File: config.mk
export PLATFORM = sky130hd
export DESIGN_NAME = aux_input_detect
export DESIGN_NICKNAME = d
export VERILOG_FILES = /design/src/rtl/aux_input_pkg.sv /design/src/rtl/aux_input_detect.sv /design/src/rtl/spi_shift16.sv
export VERILOG_INCLUDE_DIRS = /design/src /design/src/rtl
export SDC_FILE = /design/constraint.sdc
export NUM_CORES = 1
export LEC_CHECK = 0
export ABC_AREA = 1
export BUFFER_PORTS_ARGS = -buffer_cell sky130_fd_sc_hd__buf_2
export CORE_UTILIZATION = 63
export CTS_BUF_LIST = sky130_fd_sc_hd__clkbuf_4
export DETAILED_ROUTE_END_ITERATION = 8
export PLACE_DENSITY = 0.93
export SYNTH_ARGS = -nofsm -noshare
export SYNTH_HDL_FRONTEND = slang
export SYNTH_SLANG_ARGS = --single-unit
File: constraint.sdc
create_clock -name clock -period 2.1 [get_ports clock]
set_clock_uncertainty 0.15 [all_clocks]
set_input_delay 0.315 -clock clock [delete_from_list [all_inputs] [get_ports clock]]
set_output_delay 0.315 -clock clock [all_outputs]
set_load 0.1 [all_outputs]
File: src/rtl/aux_input_params.svh
// constants of the auxiliary input change detector: bit positions, reset values, timing
// assumes a 200 MHz core clock; counts are derived in the top module from these figures
`ifndef AUX_INPUT_PARAMS_SVH
`define AUX_INPUT_PARAMS_SVH

`define AUX_CLK_MHZ          200
`define AUX_INPUT_COUNT      16
`define AUX_IRQ_DELAY_MS     30
`define AUX_IRQ_PULSE_US     350
`define AUX_INIT_HOLD_US     1000
`define AUX_MIN_DETECT_MS    40
`define AUX_REPEAT_BIT       0
`define AUX_FALLBACK_BIT     6
`define AUX_DIRECT_KEY_BIT   14
`define AUX_BUFFER_RESET     16'h0000

`endif

File: src/rtl/aux_input_pkg.sv
// types shared by the auxiliary input change detector and its serial shifter
// assumes aux_input_params.svh supplies the input count
`include "aux_input_params.svh"

package aux_input_pkg;

	typedef logic [`AUX_INPUT_COUNT-1:0] telegram_t;

	typedef enum logic [1:0] {
		ST_INIT,
		ST_IDLE,
		ST_DELAY,
		ST_PULSE
	} detect_state_e;

	typedef struct packed {
		logic clk;
		logic sel_n;
	} spi_pins_s;

endpackage

File: src/rtl/aux_input_detect.sv
// input side of the auxiliary card: sixteen inputs, change detection, delayed
// interrupt pulse, serial readout of the buffered status, direct keying path
// assumes all pins are asynchronous to clock; spi_clk is slow enough to be sampled
//
// Contract
// - sixteen inputs 0..15 are buffered and readable serially. (bit 14 reads 0 while the jumper is set)
// - on input data, store states and raise the interrupt.
// - interrupt is active low, one 350 us pulse per change.
// - interrupt pulse starts 30 ms after the change is detected.
// - no interrupt pulse during reset or initialisation.
// - interrupt event latches buffer and reloads comparator reference.
// - compare stored status with present status continuously; difference is change. (code compares only in ST_IDLE and at the end of ST_DELAY)
// - changes persisting 40 ms are detected; slow slopes unsupported.
// - select falling edge enters shift mode, before any clock bits.
// - each rising bit clock shifts the next buffered bit out.
// - jumpered input 14 drives the direct keying line, bypassing buffer.
// - input 0 is repeat request; inputs 1,2,5,8,15 unsupported.
// - input 6 is fallback request; others are user assignable.
// - each transfer carries one 16-bit telegram.
`timescale 1ns/1ps
`default_nettype none
`include "aux_input_params.svh"

module aux_input_detect
	import aux_input_pkg::*;
#(
	parameter int unsigned DELAY_CYC = `AUX_IRQ_DELAY_MS * 1000 * `AUX_CLK_MHZ,
	parameter int unsigned PULSE_CYC = `AUX_IRQ_PULSE_US * `AUX_CLK_MHZ,
	parameter int unsigned INIT_CYC  = `AUX_INIT_HOLD_US * `AUX_CLK_MHZ
) (
	input  wire logic      clock,
	input  wire logic      arst_n,
	input  wire telegram_t general_input,
	input  wire logic      direct_key_jumper,
	input  wire logic      spi_clk,
	input  wire logic      option_slot_select_n,
	output var  logic      option_irq_n,
	output var  logic      miso,
	output var  logic      miso_oe,
	output var  logic      direct_keying_line
);

	function automatic logic status_differs(input telegram_t a, input telegram_t b);
		return a != b;
	endfunction

	telegram_t     gi_s1_r;
	telegram_t     gi_s2_r;
	spi_pins_s     spi_s1_r;
	spi_pins_s     spi_s2_r;
	spi_pins_s     spi_s3_r;
	logic          jmp_s1_r;
	logic          jmp_s2_r;
	logic          dkl_r;
	logic          dkl_nxt;
	detect_state_e state_r;
	detect_state_e state_nxt;
	logic [31:0]   cnt_r;
	logic [31:0]   cnt_nxt;
	telegram_t     ref_r;
	telegram_t     ref_nxt;
	telegram_t     buf_r;
	telegram_t     buf_nxt;
	logic          irq_n_r;
	logic          irq_n_nxt;
	telegram_t     tele;
	logic          sel_fall;
	logic          clk_rise;

	// sixteen synchronised inputs
	// two-stage synchronisers; the third spi stage only feeds edge detection
	always_ff @(posedge clock or negedge arst_n) begin
		if (!arst_n) begin
			gi_s1_r  <= `AUX_BUFFER_RESET;
			gi_s2_r  <= `AUX_BUFFER_RESET;
			spi_s1_r <= '{clk: 1'b0, sel_n: 1'b1};
			spi_s2_r <= '{clk: 1'b0, sel_n: 1'b1};
			spi_s3_r <= '{clk: 1'b0, sel_n: 1'b1};
			jmp_s1_r <= 1'b0;
			jmp_s2_r <= 1'b0;
		end else begin
			gi_s1_r  <= general_input;
			gi_s2_r  <= gi_s1_r;
			spi_s1_r <= '{clk: spi_clk, sel_n: option_slot_select_n};
			spi_s2_r <= spi_s1_r;
			spi_s3_r <= spi_s2_r;
			jmp_s1_r <= direct_key_jumper;
			jmp_s2_r <= jmp_s1_r;
		end
	end

	assign sel_fall = spi_s3_r.sel_n & ~spi_s2_r.sel_n;
	assign clk_rise = ~spi_s3_r.clk & spi_s2_r.clk & ~spi_s2_r.sel_n;

	always_comb begin
		tele = buf_r;
		// bypassed bit is not offered in the telegram
		if (jmp_s2_r) begin
			tele[`AUX_DIRECT_KEY_BIT] = 1'b0;
		end
	end

	always_comb begin
		dkl_nxt = jmp_s2_r & gi_s2_r[`AUX_DIRECT_KEY_BIT];
	end

	always_ff @(posedge clock or negedge arst_n) begin
		if (!arst_n) begin
			dkl_r <= 1'b0;
		end else begin
			dkl_r <= dkl_nxt;
		end
	end

	// the re-check at the end of the delay filters glitches shorter than the delay,
	// while anything that persists the full detection window after initialisation is reported
	always_comb begin
		state_nxt = state_r;
		cnt_nxt   = cnt_r + 32'h1;
		ref_nxt   = ref_r;
		buf_nxt   = buf_r;
		irq_n_nxt = irq_n_r;
		case (state_r)
			ST_INIT: begin
				irq_n_nxt = 1'b1;
				ref_nxt   = gi_s2_r;
				buf_nxt   = gi_s2_r;
				if (cnt_r == 32'(INIT_CYC - 1)) begin
					state_nxt = ST_IDLE;
					cnt_nxt   = 32'h0;
				end
			end
			ST_IDLE: begin
				cnt_nxt = 32'h0;
				if (status_differs(gi_s2_r, ref_r)) begin
					state_nxt = ST_DELAY;
				end
			end
			ST_DELAY: begin
				if (cnt_r == 32'(DELAY_CYC - 1)) begin
					cnt_nxt = 32'h0;
					if (status_differs(gi_s2_r, ref_r)) begin
						state_nxt = ST_PULSE;
						irq_n_nxt = 1'b0;
						buf_nxt   = gi_s2_r;
						ref_nxt   = gi_s2_r;
					end else begin
						state_nxt = ST_IDLE;
					end
				end
			end
			ST_PULSE: begin
				if (cnt_r == 32'(PULSE_CYC - 1)) begin
					irq_n_nxt = 1'b1;
					state_nxt = ST_IDLE;
					cnt_nxt   = 32'h0;
				end
			end
			default: begin
				state_nxt = ST_INIT;
				cnt_nxt   = 32'h0;
				irq_n_nxt = 1'b1;
			end
		endcase
	end

	always_ff @(posedge clock or negedge arst_n) begin
		if (!arst_n) begin
			state_r <= ST_INIT;
			cnt_r   <= 32'h0;
			ref_r   <= `AUX_BUFFER_RESET;
			buf_r   <= `AUX_BUFFER_RESET;
			irq_n_r <= 1'b1;
		end else begin
			state_r <= state_nxt;
			cnt_r   <= cnt_nxt;
			ref_r   <= ref_nxt;
			buf_r   <= buf_nxt;
			irq_n_r <= irq_n_nxt;
		end
	end

	spi_shift16 u_shift (
		.clock    (clock),
		.arst_n   (arst_n),
		.load     (sel_fall),
		.shift    (clk_rise),
		.selected (~spi_s2_r.sel_n),
		.data     (tele),
		.miso     (miso),
		.miso_oe  (miso_oe)
	);

	assign option_irq_n       = irq_n_r;
	assign direct_keying_line = dkl_r;

	// helper: length of the current low phase of the interrupt
	logic [31:0] low_cnt_r;
	always_ff @(posedge clock or negedge arst_n) begin
		if (!arst_n) begin
			low_cnt_r <= 32'h0;
		end else if (!irq_n_r) begin
			low_cnt_r <= low_cnt_r + 32'h1;
		end else begin
			low_cnt_r <= 32'h0;
		end
	end
endmodule

`default_nettype wire

File: src/rtl/spi_shift16.sv
// serial output shifter of the input telegram, most significant bit first
// assumes load and shift are one-cycle pulses from the core clock domain
`timescale 1ns/1ps
`default_nettype none
`include "aux_input_params.svh"

module spi_shift16
	import aux_input_pkg::*;
(
	input  wire logic      clock,
	input  wire logic      arst_n,
	input  wire logic      load,
	input  wire logic      shift,
	input  wire logic      selected,
	input  wire telegram_t data,
	output var  logic      miso,
	output var  logic      miso_oe
);

	telegram_t sh_r;
	telegram_t sh_nxt;
	logic      miso_r;
	logic      miso_nxt;
	logic      oe_r;
	logic      oe_nxt;

	always_comb begin
		sh_nxt   = sh_r;
		miso_nxt = miso_r;
		oe_nxt   = selected;
		if (load) begin
			sh_nxt   = data;
			miso_nxt = data[$bits(telegram_t)-1];
		end else if (shift) begin
			sh_nxt   = {sh_r[$bits(telegram_t)-2:0], 1'b0};
			miso_nxt = sh_r[$bits(telegram_t)-2];
		end
	end

	always_ff @(posedge clock or negedge arst_n) begin
		if (!arst_n) begin
			sh_r   <= `AUX_BUFFER_RESET;
			miso_r <= 1'b0;
			oe_r   <= 1'b0;
		end else begin
			sh_r   <= sh_nxt;
			miso_r <= miso_nxt;
			oe_r   <= oe_nxt;
		end
	end

	assign miso    = miso_r;
	assign miso_oe = oe_r;

endmodule

`default_nettype wire

Word-level counts from Yosys, hierarchy flattened
Cells that the tools add are included.

Bits in registers: 109. Input port bits: 21. Output and inout port bits: 4.

Add/subtract/negate cells: 1. Equality and inequality tests: 12. Mux-type cells: 22. Bitwise logic cells: 6. Reduce and logical (&&, ||, !) cells: 7.

Operators by type and width (number): one-hot mux 32 bit (4 select lines) (1); 2-to-1 mux 32 bit (3); adder 32 x 1 -> 32 bit, second input constant (1); equality test 32 x 17 -> 1 bit, second input constant (1); equality test 32 x 18 -> 1 bit, second input constant (1); equality test 32 x 23 -> 1 bit, second input constant (1); 2-to-1 mux 16 bit (2); one-hot mux 16 bit (2 select lines) (1); 2-to-1 mux 15 bit (2); != test 16 bit (1); 2-to-1 mux 2 bit (5); != test 2 bit, second input constant (5); one-hot mux 2 bit (4 select lines) (1); AND reduction 4 bit (2); 2-to-1 mux 1 bit (6); bitwise AND 1 bit (4); equality test 2 bit, second input constant (2); nonzero test 2 bit (2); one-hot mux 1 bit (3 select lines) (1); AND reduction 3 bit (1); nonzero test 3 bit (1); equality test 2 x 1 -> 1 bit, second input constant (1); logical NOT 2 bit (1); NOT 1 bit (2).

Longest topological paths before layout
Gate-level depths: netlist of run 1.

Word-level depth: 5. Gate-level depth with buffers: 14. Depth with buffers taken out: 12.

Modules after synthesis
From an unflattened synthesis of run 1, not the netlist that was laid out.

Cells, all modules: 610. Area total of the unflattened synthesis: 5322.6 um^2.

Modules (own cells, without submodules): aux_input_detect (instances 1, cells each 522, area each 4538.1 um^2); spi_shift16 (instances 1, cells each 88, area each 784.5 um^2).

Worst setup path after synthesis of run 1
OpenSTA, ideal clock, no wires.

Kind: reg-to-reg. Start: register cnt_r[0]. End: register cnt_r[16]. Setup time: 120 ps. Arrival: 1514 ps. Data required time: 1830 ps. Slack: 316 ps. Cell stages (with the launch flop): 14. Buffers on the path: 1. Period minus slack after synthesis: 1784 ps. Cells stage by stage: dfrtp_1 ha_1 nand2_2 nor2_4 nand3_1 nor2_1 nand2_1 nand2_1 nand2_1 nand2_1 nand2_1 inv_2 buf_6 nor2_1.

Word-level cells in the longest chain between the ends: 3.

Ends and longest elaborated chain: start, declared (RTL line aux_input_detect.sv:58) `logic [31:0] cnt_r;`; start signal, assigned (RTL line aux_input_detect.sv:176) `cnt_r <= cnt_nxt;`; adder 32 x 1 -> 32 bit (tied with other cells) (RTL line aux_input_detect.sv:119) `cnt_nxt = cnt_r + 32'h1;`; 2-to-1 mux 32 bit (on tied branches) (RTL line aux_input_detect.sv:153, aux_input_detect.sv:128, aux_input_detect.sv:140); one-hot mux 32 bit (4 select lines) (*) (RTL line aux_input_detect.sv:123) `case (state_r)`; named net cnt_nxt[16] (RTL line aux_input_detect.sv:59) `logic [31:0] cnt_nxt;`.

The timed path passes the listed nets; every way through them passes the cells marked *. A chain may end at the register's enable or synchronous reset.

Final worst setup path of run 1
Start: register cnt_r[24]. End: register cnt_r[24].

Same word-level chain as after synthesis.

==> results of run 1 <==
-- flip-flops by register name (all words and copies together), names as in the netlist, 2 cells and up --
register	flops
buf_r	16
state_r	2
u_shift.sh_r	15
spi_s1_r	2
spi_s2_r	2
cnt_r	32
gi_s2_r	16
spi_s3_r	2
gi_s1_r	16
-- metal layers --
metal  vias up  global-route usage (%)  part of all wire [%]
li1       1989                       -                     -
met1      2022                    33.6                    37
met2       202                    53.3                    51
met3        70                    6.11                   5.8
met4         0                    15.9                   5.5
met5         -                       0                     0
-- through the flow --
step	hold WS (ns)	setup TNS, ns	setup WS (ns)	instances
after global routing	0.209	-0.188	-0.0497	775
after CTS	0.215	-0.00894	-0.00894	770
after global placement	0.180	0	0.120	734
after floorplan	-0.131	0	0.316	607
final	0.192	0	0.0435	775
after detailed placement	0.187	-0.0552	-0.0215	734
-- Yosys cell counts --
| cell | instances | area (um2) |
|---|---|---|
| and2_1 | 1 | 6.26 |
| xor2_1 | 16 | 140 |
| ha_1 | 6 | 75.1 |
| o21ai_1 | 2 | 10.0 |
| nand2_1 | 184 | 691 |
| a21oi_1 | 1 | 5.00 |
| nand3_1 | 31 | 155 |
| nor2_4 | 4 | 45.0 |
| o311ai_0 | 1 | 8.76 |
| clkbuf_1 | 2 | 7.51 |
| nor4_1 | 1 | 6.26 |
| buf_2 | 5 | 25.0 |
| buf_6 | 3 | 33.8 |
| xnor2_1 | 4 | 35.0 |
| a31oi_1 | 12 | 75.1 |
| nor2_1 | 86 | 323 |
| dfrtp_1 | 105 | 2630 |
| clkbuf_2 | 1 | 5.00 |
| or2_2 | 2 | 12.5 |
| o21ai_0 | 21 | 105 |
| nand2_2 | 4 | 25.0 |
| nor3_1 | 14 | 70.1 |
| nand3_2 | 2 | 20.0 |
| nand4_1 | 6 | 37.5 |
| inv_1 | 83 | 312 |
| nor3_2 | 2 | 20.0 |
| dfstp_2 | 4 | 105 |
| inv_2 | 1 | 3.75 |
| nor2_2 | 2 | 12.5 |
| o211ai_1 | 1 | 7.51 |
-- cells by family after synthesis --
group / share of synthesized area (%)
AND/OR/NAND/NOR: 28.5
flip-flops: 54.6
AO/OA/AOI/OAI: 4.22
XOR/XNOR: 3.50
buffers and inverters: 7.72
adder cells (fa/ha/maj): 1.50
-- area by class of cell --
| type | count | share of cell area, % |
|---|---|---|
| clock inverter | 7 | 1.87 |
| multi-input combinational | 403 | 33.4 |
| inverter | 84 | 5.53 |
| clock buffer | 9 | 1.18 |
| tap | 102 | 2.22 |
| sequential | 109 | 47.6 |
| timing repair buffer | 61 | 8.25 |
-- worst reg2reg max path, delay by kind of cell, from the launching register on --
| family | cells | cell delay, ns |
|---|---|---|
| AND/OR/NAND/NOR | 10 | 1.06 |
| buffers and inverters | 3 | 0.33 |
| flip-flops | 1 | 0.43 |
-- timing repair --
action / CTS / global route
endpoints found under the hold margin: 56 / 0
hold buffers: 20 / 0
setup buffers: 0 / 5
pin swaps: 0 / 4
endpoints found under the setup margin: 22 / 50
resized for setup: 1 / 14
-- power by group through the flow --
| stage | logic [mW] | registers, mW | clock network (mW) |
|---|---|---|---|
| after floorplan | 0.141 | 2.34 | 0 |
| after global placement | 0.268 | 2.32 | 0 |
| after detailed placement | 0.290 | 2.32 | 0 |
| after CTS | 0.327 | 2.29 | 1.23 |
| after global routing | 0.369 | 2.30 | 1.31 |
| final | 0.331 | 2.29 | 1.22 |
-- worst paths after layout --
path	depth (start not counted)	endpoint	start	slack, ns
worst max-delay path	13	cnt_r[24]$_DFF_PN0_	cnt_r[24]$_DFF_PN0_	0.04
worst min-delay path	2	u_shift.miso_oe$_DFF_PN0_	arst_n	0.19
worst max register to register	13	cnt_r[24]$_DFF_PN0_	cnt_r[24]$_DFF_PN0_	0.04
worst min register to register	0	gi_s2_r[4]$_DFF_PN0_	gi_s1_r[4]$_DFF_PN0_	0.21
max in group asynchronous	3	gi_s1_r[5]$_DFF_PN0_	arst_n	0.90
min in group clock	0	gi_s2_r[4]$_DFF_PN0_	gi_s1_r[4]$_DFF_PN0_	0.21
==> run summary, run 1 <==
status = finished, final reports clean
most common cell after layout, fill and taps aside = nand2_1
Fmax = 0.486 GHz
clock tree buffer depth = 2
Pwr Density = 667 nW/um2
multi-input logic area = 1920 um2
NetSw = 0.997 mW
# DRC = 0
Int Power = 2.84 mW
Crit path buffers/inverters = 3
vias in the first global route = 4291
die area = 8300 um2
fin crit share = 97.9%
sequential share of the synthesized area = 54.6%
Wirelength per Cell = 15.3 um
total clock sinks = 109
initial core utilization = 65.1%
final max-slew violation count = 0
static leakage = 2.82 nW
kind of critical path = reg -> reg
Hold Fails Final Rpt = 0
Final Wtd Congestion = 0.966
minimum clock period = 2.06 ns
CP endpoint kind = flop
Skew-Pair Late Insertion Delay = 0.46 ns
Cells after Synth = 607
worst slew pin tran = 0.657 ns
Initial DRC Count = 285
Synthesis Warnings = 0
CTS Buf Count = 9
switching share of power = 26.0%
core area = 7690 um2
Avg Cell Area, Syn = 8.25 um2
crit-path cells = inv_1, nand2_1, nor2_1, nand2_1, nor2_1, nand2_1, nand2_2, nand2_2, nand2_1, nand2_2, buf_6, nand3_1, inv_1
max-cap violation count = 0
Hold WC Path Type = in -> async
H-Tree Depth = 3
synthesized flop and latch total = 109
RSZ-0062 raised after global routing = yes
placed instance area = 5290 um2
die height = 91.1 um
Root Buffer = clkbuf_4
IO Pins = 25
Tot GR Track Use = 29.9%
antenna-violating nets left = 0
Clock transition at path regs = 0.18 ns
Power, Total = 3.84 mW
register cell area after layout = 2730 um2
most frequent CP cell = nand2_1
Mapped Nets = 634
Worst EP required = 2.32 ns
fin nets = 695
Layout Utilization = 74.8%
CTS tree = done
Rows = 32
TritonRoute pass-1 iters = 7
via-per-instance ratio = 5.53
synthesis-to-layout area growth = 14.9%
crit start category = flop
initial antenna violation count = 0
detailed placement HPWL = 7.67 mm
post-synth cell types = 30
vias = 4283
Sequential Power Share = 59.6%
Clk pwr share = 31.8%
CP max stage delay = 0.43 ns
most frequent cells in the layout = nand2_1, dfrtp_1, inv_1, nor2_1, nand3_1
first-pass GRT wire length = 19.4 mm
die width = 91.1 um
largest net degree at the start of global routing = 42
grt total ovfl = 0
Filler Cells Inserted = 504
IO Port Bufs = 24
synthesized area = 5000 um2
share of layout cells above drive strength 1 = 12.8%
CP top delay family = simple AND/OR/NAND/NOR gates
Slowest cell on crit path = dfrtp_1
crit path max fanout = 10
Peak VDD IR = 0.349 mV
# diodes = 0
logic gate share of total power = 8.6%
Slew HR = 56.2%
final instance area = 5750 um2
final setup vio count = 0
WL final = 11.8 mm
Worst EP arrival = 2.27 ns
Power figures use the tool's default switching activity.
==> inputs of run 2 (changes only) <==
CORE_UTILIZATION = 45   (was 63)
PLACE_DENSITY = 0.73   (was 0.93)
RECOVER_POWER = 50   (was unset)
==> run summary, run 2 (synthesis results as in run 1) <==
status = finished, final reports clean
Root Buffer = clkbuf_4
Clock transition at path regs = 0.17 ns (about the same)
CP endpoint kind = flop
first-pass GRT wire length = 17.3 mm (-11%)
# DRC = 0 (unchanged)
total clock sinks = 109 (unchanged)
fin nets = 697 (+0.29%)
Hold WC Path Type = reg -> reg
CTS tree = done
Hold Fails Final Rpt = 0 (unchanged)
largest net degree at the start of global routing = 45 (+7.1%)
initial antenna violation count = 0 (unchanged)
Rows = 38 (+19%)
IO Port Bufs = 24 (unchanged)
worst slew pin tran = 1.13 ns (+0.471 ns)
most common cell after layout, fill and taps aside = nand2_1
# diodes = 0 (unchanged)
vias in the first global route = 3883 (-9.5%)
Reg with most FFs = cnt_r
WHS = 0.216 ns (+0.0245 ns)
clock tree buffer depth = 2 (unchanged)
Pwr Density = 641 nW/um2 (-3.9%)
Worst EP required = 2.34 ns (+0.02 ns)
die width = 107 um (+18%)
initial core utilization = 46.2% (-19 points)
Skew-Pair Late Insertion Delay = 0.50 ns (+0.04 ns)
Wirelength per Cell = 12.6 um (-17%)
Worst EP arrival = 2.25 ns (-0.02 ns)
Fmax = 0.497 GHz (+2.3%)
Power, Total = 3.72 mW (-3.0%)
final max-slew violation count = 0 (unchanged)
max-cap violation count = 0 (unchanged)
CTS Buf Count = 9 (unchanged)
kind of critical path = reg -> reg
die area = 11500 um2 (+39%)
WL final = 10.3 mm (-13%)
Final Wtd Congestion = 0.913 (-5.5%)
IO Pins = 25 (unchanged)
Slew HR = 24.8% (-31 points)
worst slack at placement = -0.0353 ns (-0.0137 ns)
TritonRoute pass-1 iters = 4 (-3)
via-per-instance ratio = 4.84 (-12%)
Tot GR Track Use = 19.5% (-10 points)
core area = 10800 um2 (+41%)
synthesis-to-layout area growth = 16.0%
crit path max fanout = 6 (-4)
max FFs per register = 32 (unchanged)
Peak VDD IR = 0.490 mV (+40%)
share of layout cells above drive strength 1 = 12.3% (-0.48 points)
final setup vio count = 0 (unchanged)
detailed placement HPWL = 7.31 mm (-4.7%)
crit start category = flop
placed insts = 775 (+5.6%)
vias = 3947 (-7.8%)
H-Tree Depth = 3 (unchanged)
Initial DRC Count = 218 (-24%)
Final WS setup = 0.0895 ns (+0.0460 ns)
grt total ovfl = 0 (unchanged)
static leakage = 2.83 nW (+0.21%)
setup TNS = 0 ns (unchanged)
die height = 107 um (+18%)
antenna-violating nets left = 0 (unchanged)
Non-Filler Instances = 815 (+5.2%)
fin crit share = 95.7% (-2.2 points)
most frequent cells in the layout = nand2_1, dfrtp_1, nor2_1, inv_1, nand3_1
minimum clock period = 2.01 ns (-0.0460 ns)
## run 2: cell types whose count changed in the layout (fill, tap and decap cells not counted), sizes merged
cell    change
bufinv      -1
clkbuf      +5
buf         -3
inv         +1
## run 2: power by group
group	switching, mW	internal, mW
registers	0.0655	2.22
clock network	0.740	0.394
logic	0.186	0.119
## run 2: routing by layer
metal | track usage, % | part of all wire [%]
met5 | 0 | 0
met4 | 7.93 | 1.9
met3 | 4.90 | 3.3
met2 | 33.1 | 52
met1 | 23.8 | 43
## run 2: through the flow
| step | cell area, um2 | util [%] |
|---|---|---|
| floorplan | 5000 | - |
| global placement | 5360 | 49.4 |
| detailed placement | 5360 | 49.4 |
| CTS | 5720 | 52.8 |
| global route | 5810 | 53.6 |
| finish | 5810 | 53.6 |
## run 2: final cells by class
cell class	instances	area, um2
flip-flops and latches	109	2730
fillers	965	5030
clock buffers	9	67.6
well taps	140	175
inverters	84	320
repair buffers	63	499
clock inverters	7	91.3
multi-input cells	403	1920
## run 2: path summary, 6_finish.rpt
check | start | endpoint | slack, ns | cells after the start
max in group asynchronous | arst_n | buf_r[3]$_DFFE_PN0P_ | 0.48 | 3
min in group asynchronous | arst_n | spi_s3_r[1]$_DFF_PN0_ | 0.38 | 2
worst min register to register | gi_s1_r[11]$_DFF_PN0_ | gi_s2_r[11]$_DFF_PN0_ | 0.22 | 0
worst max register to register | cnt_r[0]$_DFF_PN0_ | cnt_r[21]$_DFF_PN0_ | 0.09 | 13
worst min-delay path | gi_s1_r[11]$_DFF_PN0_ | gi_s2_r[11]$_DFF_PN0_ | 0.22 | 0
worst max-delay path | cnt_r[0]$_DFF_PN0_ | cnt_r[21]$_DFF_PN0_ | 0.09 | 13
## run 2: timing repair
item | CTS | global route
endpoints found under the setup margin | 22 | 46
pin swaps | 0 | 3
gates cloned | 0 | 1
resized for setup | 2 | 13
hold endpoints to repair | 58 | 0
hold buffers | 20 | 0
buffers inserted | 0 | 3
## run 2: worst max-delay path, stage by stage (launching register included)
cell and delay (ns):
dfrtp_1 0.44, ha_4 0.16, nand2_2 0.07, nor2_4 0.19
nand3_1 0.10, nor2_1 0.11, nand2_1 0.08, nand2_2 0.08
nand2_2 0.07, nand2_2 0.08, nand2_4 0.09, buf_8 0.15
o21ai_0 0.07, inv_1 0.06
==> inputs of run 3 (changes only) <==
ABC_AREA = unset   (was 1)
CTS_BUF_LIST = unset   (was sky130_fd_sc_hd__clkbuf_4)
HOLD_SLACK_MARGIN = 0.05   (was unset)
==> run summary, run 3 <==
sequential share of the synthesized area = 58.9% (+4.3 points)
Power, Total = 3.85 mW (+3.3%)
worst slew pin tran = 0.703 ns (-0.425 ns)
Tot GR Track Use = 18.3% (-1.3 points)
hold depth = 0 (unchanged)
synthesized area = 4640 um2 (-7.3%)
top cells by count, synth = dfrtp_1, xor2_1, nor3_1
WHS Endpoint = gi_s2_r[9]$_DFF_PN0_
most frequent cells in the layout = dfrtp_1, buf_4, xor2_1, nor3_1, nand2_1
fin crit share = 106% (+10 points)
Layout Utilization = 60.1% (+6.5 points)
vias in the first global route = 3240 (-17%)
top_reg_cell synth = dfrtp_1
synthesized flop and latch total = 109 (unchanged)
CP endpoint kind = flop
IO Port Bufs = 24 (unchanged)
final setup vio count = 17 (+17)
max-cap violation count = 0 (unchanged)
via-per-instance ratio = 5.19 (+7.2%)
Crit path buffers/inverters = 1 (-1)
detailed placement HPWL = 6.20 mm (-15%)
final instance area = 5930 um2 (+2.0%)
placed instance area = 5360 um2 (+0.14%)
Mapped Nets = 397 (-37%)
WL final = 9.35 mm (-9.3%)
# diodes = 0 (unchanged)
# DRC = 0 (unchanged)
IO Pins = 25 (unchanged)
crit start category = flop
worst slack at placement = -0.140 ns (-0.105 ns)
logic gate share of total power = 7.6% (-0.6 points)
most common cell after layout, fill and taps aside = dfrtp_1
Rows = 36 (-5.3%)
Avg Cell Area, Syn = 12.5 um2 (+52%)
CTS Buf Count = 9 (unchanged)
Worst EP required = 2.23 ns (-0.11 ns)
worst hold start = gi_s1_r[9]$_DFF_PN0_
max FFs per register = 32 (unchanged)
NetSw = 0.921 mW (-7.2%)
R2R Path Start = buf_r[3]$_DFFE_PN0P_
H-Tree Depth = 3 (unchanged)
die height = 104 um (-3.7%)
Root Buffer = clkbuf_8
cell with the most instances after synthesis = dfrtp_1
crit-path cells = xor2_1, nor4_1, nand4_1, a31oi_4, buf_12, mux2_2
initial core utilization = 47.0% (+0.85 points)
Final Wtd Congestion = 0.753 (-18%)
Critical R2R Capture = buf_r[15]$_DFFE_PN0P_
final max-slew violation count = 0 (unchanged)
Filler Cells Inserted = 753 (-22%)
Cells after Synth = 370 (-39%)
post-synth cell types = 46 (+53%)
CTS tree = done
first-pass GRT wire length = 15.5 mm (-11%)
crit path max fanout = 16 (+10)
die area = 10700 um2 (-7.2%)
static leakage = 2.64 nW (-6.7%)
status = finished, violations left
Initial DRC Count = 76 (-65%)
initial antenna violation count = 0 (unchanged)
Hold Fails Final Rpt = 0 (unchanged)
Reg with most FFs = cnt_r
share of layout cells above drive strength 1 = 28.6% (+16 points)
TritonRoute pass-1 iters = 4 (unchanged)
CP top delay family = simple AND/OR/NAND/NOR gates
Skew-Pair Late Insertion Delay = 0.38 ns (-0.12 ns)
grt total ovfl = 0 (unchanged)
largest net degree at the start of global routing = 61 (+36%)
Slowest cell on crit path = dfrtp_1
Synth area leaders = dfrtp_1, xor2_1, mux2i_1
Sequential Power Share = 58.9% (-2.4 points)
Synth area leader = dfrtp_1
Peak VDD IR = 0.457 mV (-6.7%)
failing checks = setup timing
Slew HR = 53.2% (+28 points)
clock tree buffer depth = 2 (unchanged)
reg2reg setup slack = -0.12 ns (-0.21 ns)
Post-synth EDFFs = 0 (unchanged)
Reg2Reg Depth = 6 (-7)
antenna-violating nets left = 0 (unchanged)
total clock sinks = 109 (unchanged)
top cell type's share of synthesized area = 56.6% (+4.1 points)
Synthesis Warnings = 0 (unchanged)
Fmax = 0.450 GHz (-9.5%)
synthesis-to-layout area growth = 27.8%
Wirelength per Cell = 15.4 um (+22%)
Post-synth ARST share = 100% (unchanged)
Pwr Density = 649 nW/um2 (+1.3%)
Clock transition at path regs = 0.11 ns (-0.06 ns)
Worst EP arrival = 2.35 ns (+0.10 ns)
fin nets = 498 (-29%)
die width = 104 um (-3.7%)
Clk pwr share = 33.5% (+3.0 points)
placed insts = 569 (-27%)
CP max stage delay = 0.41 ns (-0.03 ns)
kind of critical path = reg -> reg
Final WS setup = -0.122 ns (-0.212 ns)
core area = 9860 um2 (-9.0%)
RSZ-0062 raised after global routing = yes
switching share of power = 23.9% (-2.7 points)
vias = 3156 (-20%)
Non-Filler Instances = 608 (-25%)
minimum clock period = 2.22 ns (+0.212 ns)
Hold WC Path Type = reg -> reg
Int Power = 2.93 mW (+7.2%)
[run 3: stage by stage]
step	hold slack, ns	TNS [ns]
2_1_floorplan	-0.131	-0.340
6_report	0.200	-1.58
3_3_place_gp	0.101	-1.68
5_1_grt	0.217	-5.91
3_5_place_dp	0.104	-3.38
4_1_cts	0.201	-1.70
[run 3: kinds of logic after synthesis]
logic type	after synthesis	share of synthesized area (%)
compound gates	27	4.05
simple gates	128	16.3
fa+ha+maj	6	1.62
flops	109	58.9
xor+xnor	45	8.50
mux	33	8.36
buf+inv	22	2.27
[run 3: final cells by class]
type | count | area (um2) | area share (%)
multi-input combinational | 239 | 1950 | 32.9
timing repair buffer | 105 | 855 | 14.4
inverter | 7 | 26.3 | 0.443
clock buffer | 11 | 141 | 2.39
clock inverter | 4 | 55.1 | 0.929
tap | 133 | 166 | 2.81
sequential | 109 | 2730 | 46.1
[run 3: worst max path at each step]
stage / to / startpoint / cells past startpoint
2_1_floorplan: buf_r[10]$_DFFE_PN0P_ / gi_s2_r[14]$_DFF_PN0_ / 6
3_3_place_gp: buf_r[1]$_DFFE_PN0P_ / gi_s2_r[15]$_DFF_PN0_ / 7
3_5_place_dp: buf_r[15]$_DFFE_PN0P_ / buf_r[15]$_DFFE_PN0P_ / 7
4_1_cts: buf_r[4]$_DFFE_PN0P_ / gi_s2_r[13]$_DFF_PN0_ / 7
5_1_grt: buf_r[15]$_DFFE_PN0P_ / buf_r[15]$_DFFE_PN0P_ / 7
6_report: buf_r[15]$_DFFE_PN0P_ / buf_r[3]$_DFFE_PN0P_ / 6
[run 3: power by group through the flow]
stage          sequential, mW  clock [mW]  combinational (mW)
4_1_cts                  2.26        1.31               0.297
5_1_grt                  2.27        1.40               0.329
3_3_place_gp             2.30           0               0.256
6_report                 2.26        1.29               0.294
3_5_place_dp             2.30           0               0.267
2_1_floorplan            2.32           0               0.105
[run 3: worst register-to-register path, cell delays in order, from the launching register on]
cell and delay, ns:
dfrtp_1 0.41, xor2_1 0.16, nor4_1 0.41, nand4_1 0.24, a31oi_4 0.21, buf_12 0.19, mux2_2 0.35
[run 3: timing repair]
action                     in CTS  in global routing
setup endpoints to repair      50                 51
setup buffers                   0                  2
hold buffers                   20                  0
cloned                          0                  2
pin swaps                       0                  2
resized for setup               7                 10
hold endpoints to repair       61                  0
[run 3: per-layer routing]
layer | vias up | share of wire (%) | global-route usage, %
met2 | 41 | 50 | 30.4
met5 | - | 0 | 0
li1 | 1513 | - | -
met3 | 17 | 2.7 | 4.03
met4 | 0 | 2.2 | 7.76
met1 | 1585 | 45 | 23.0
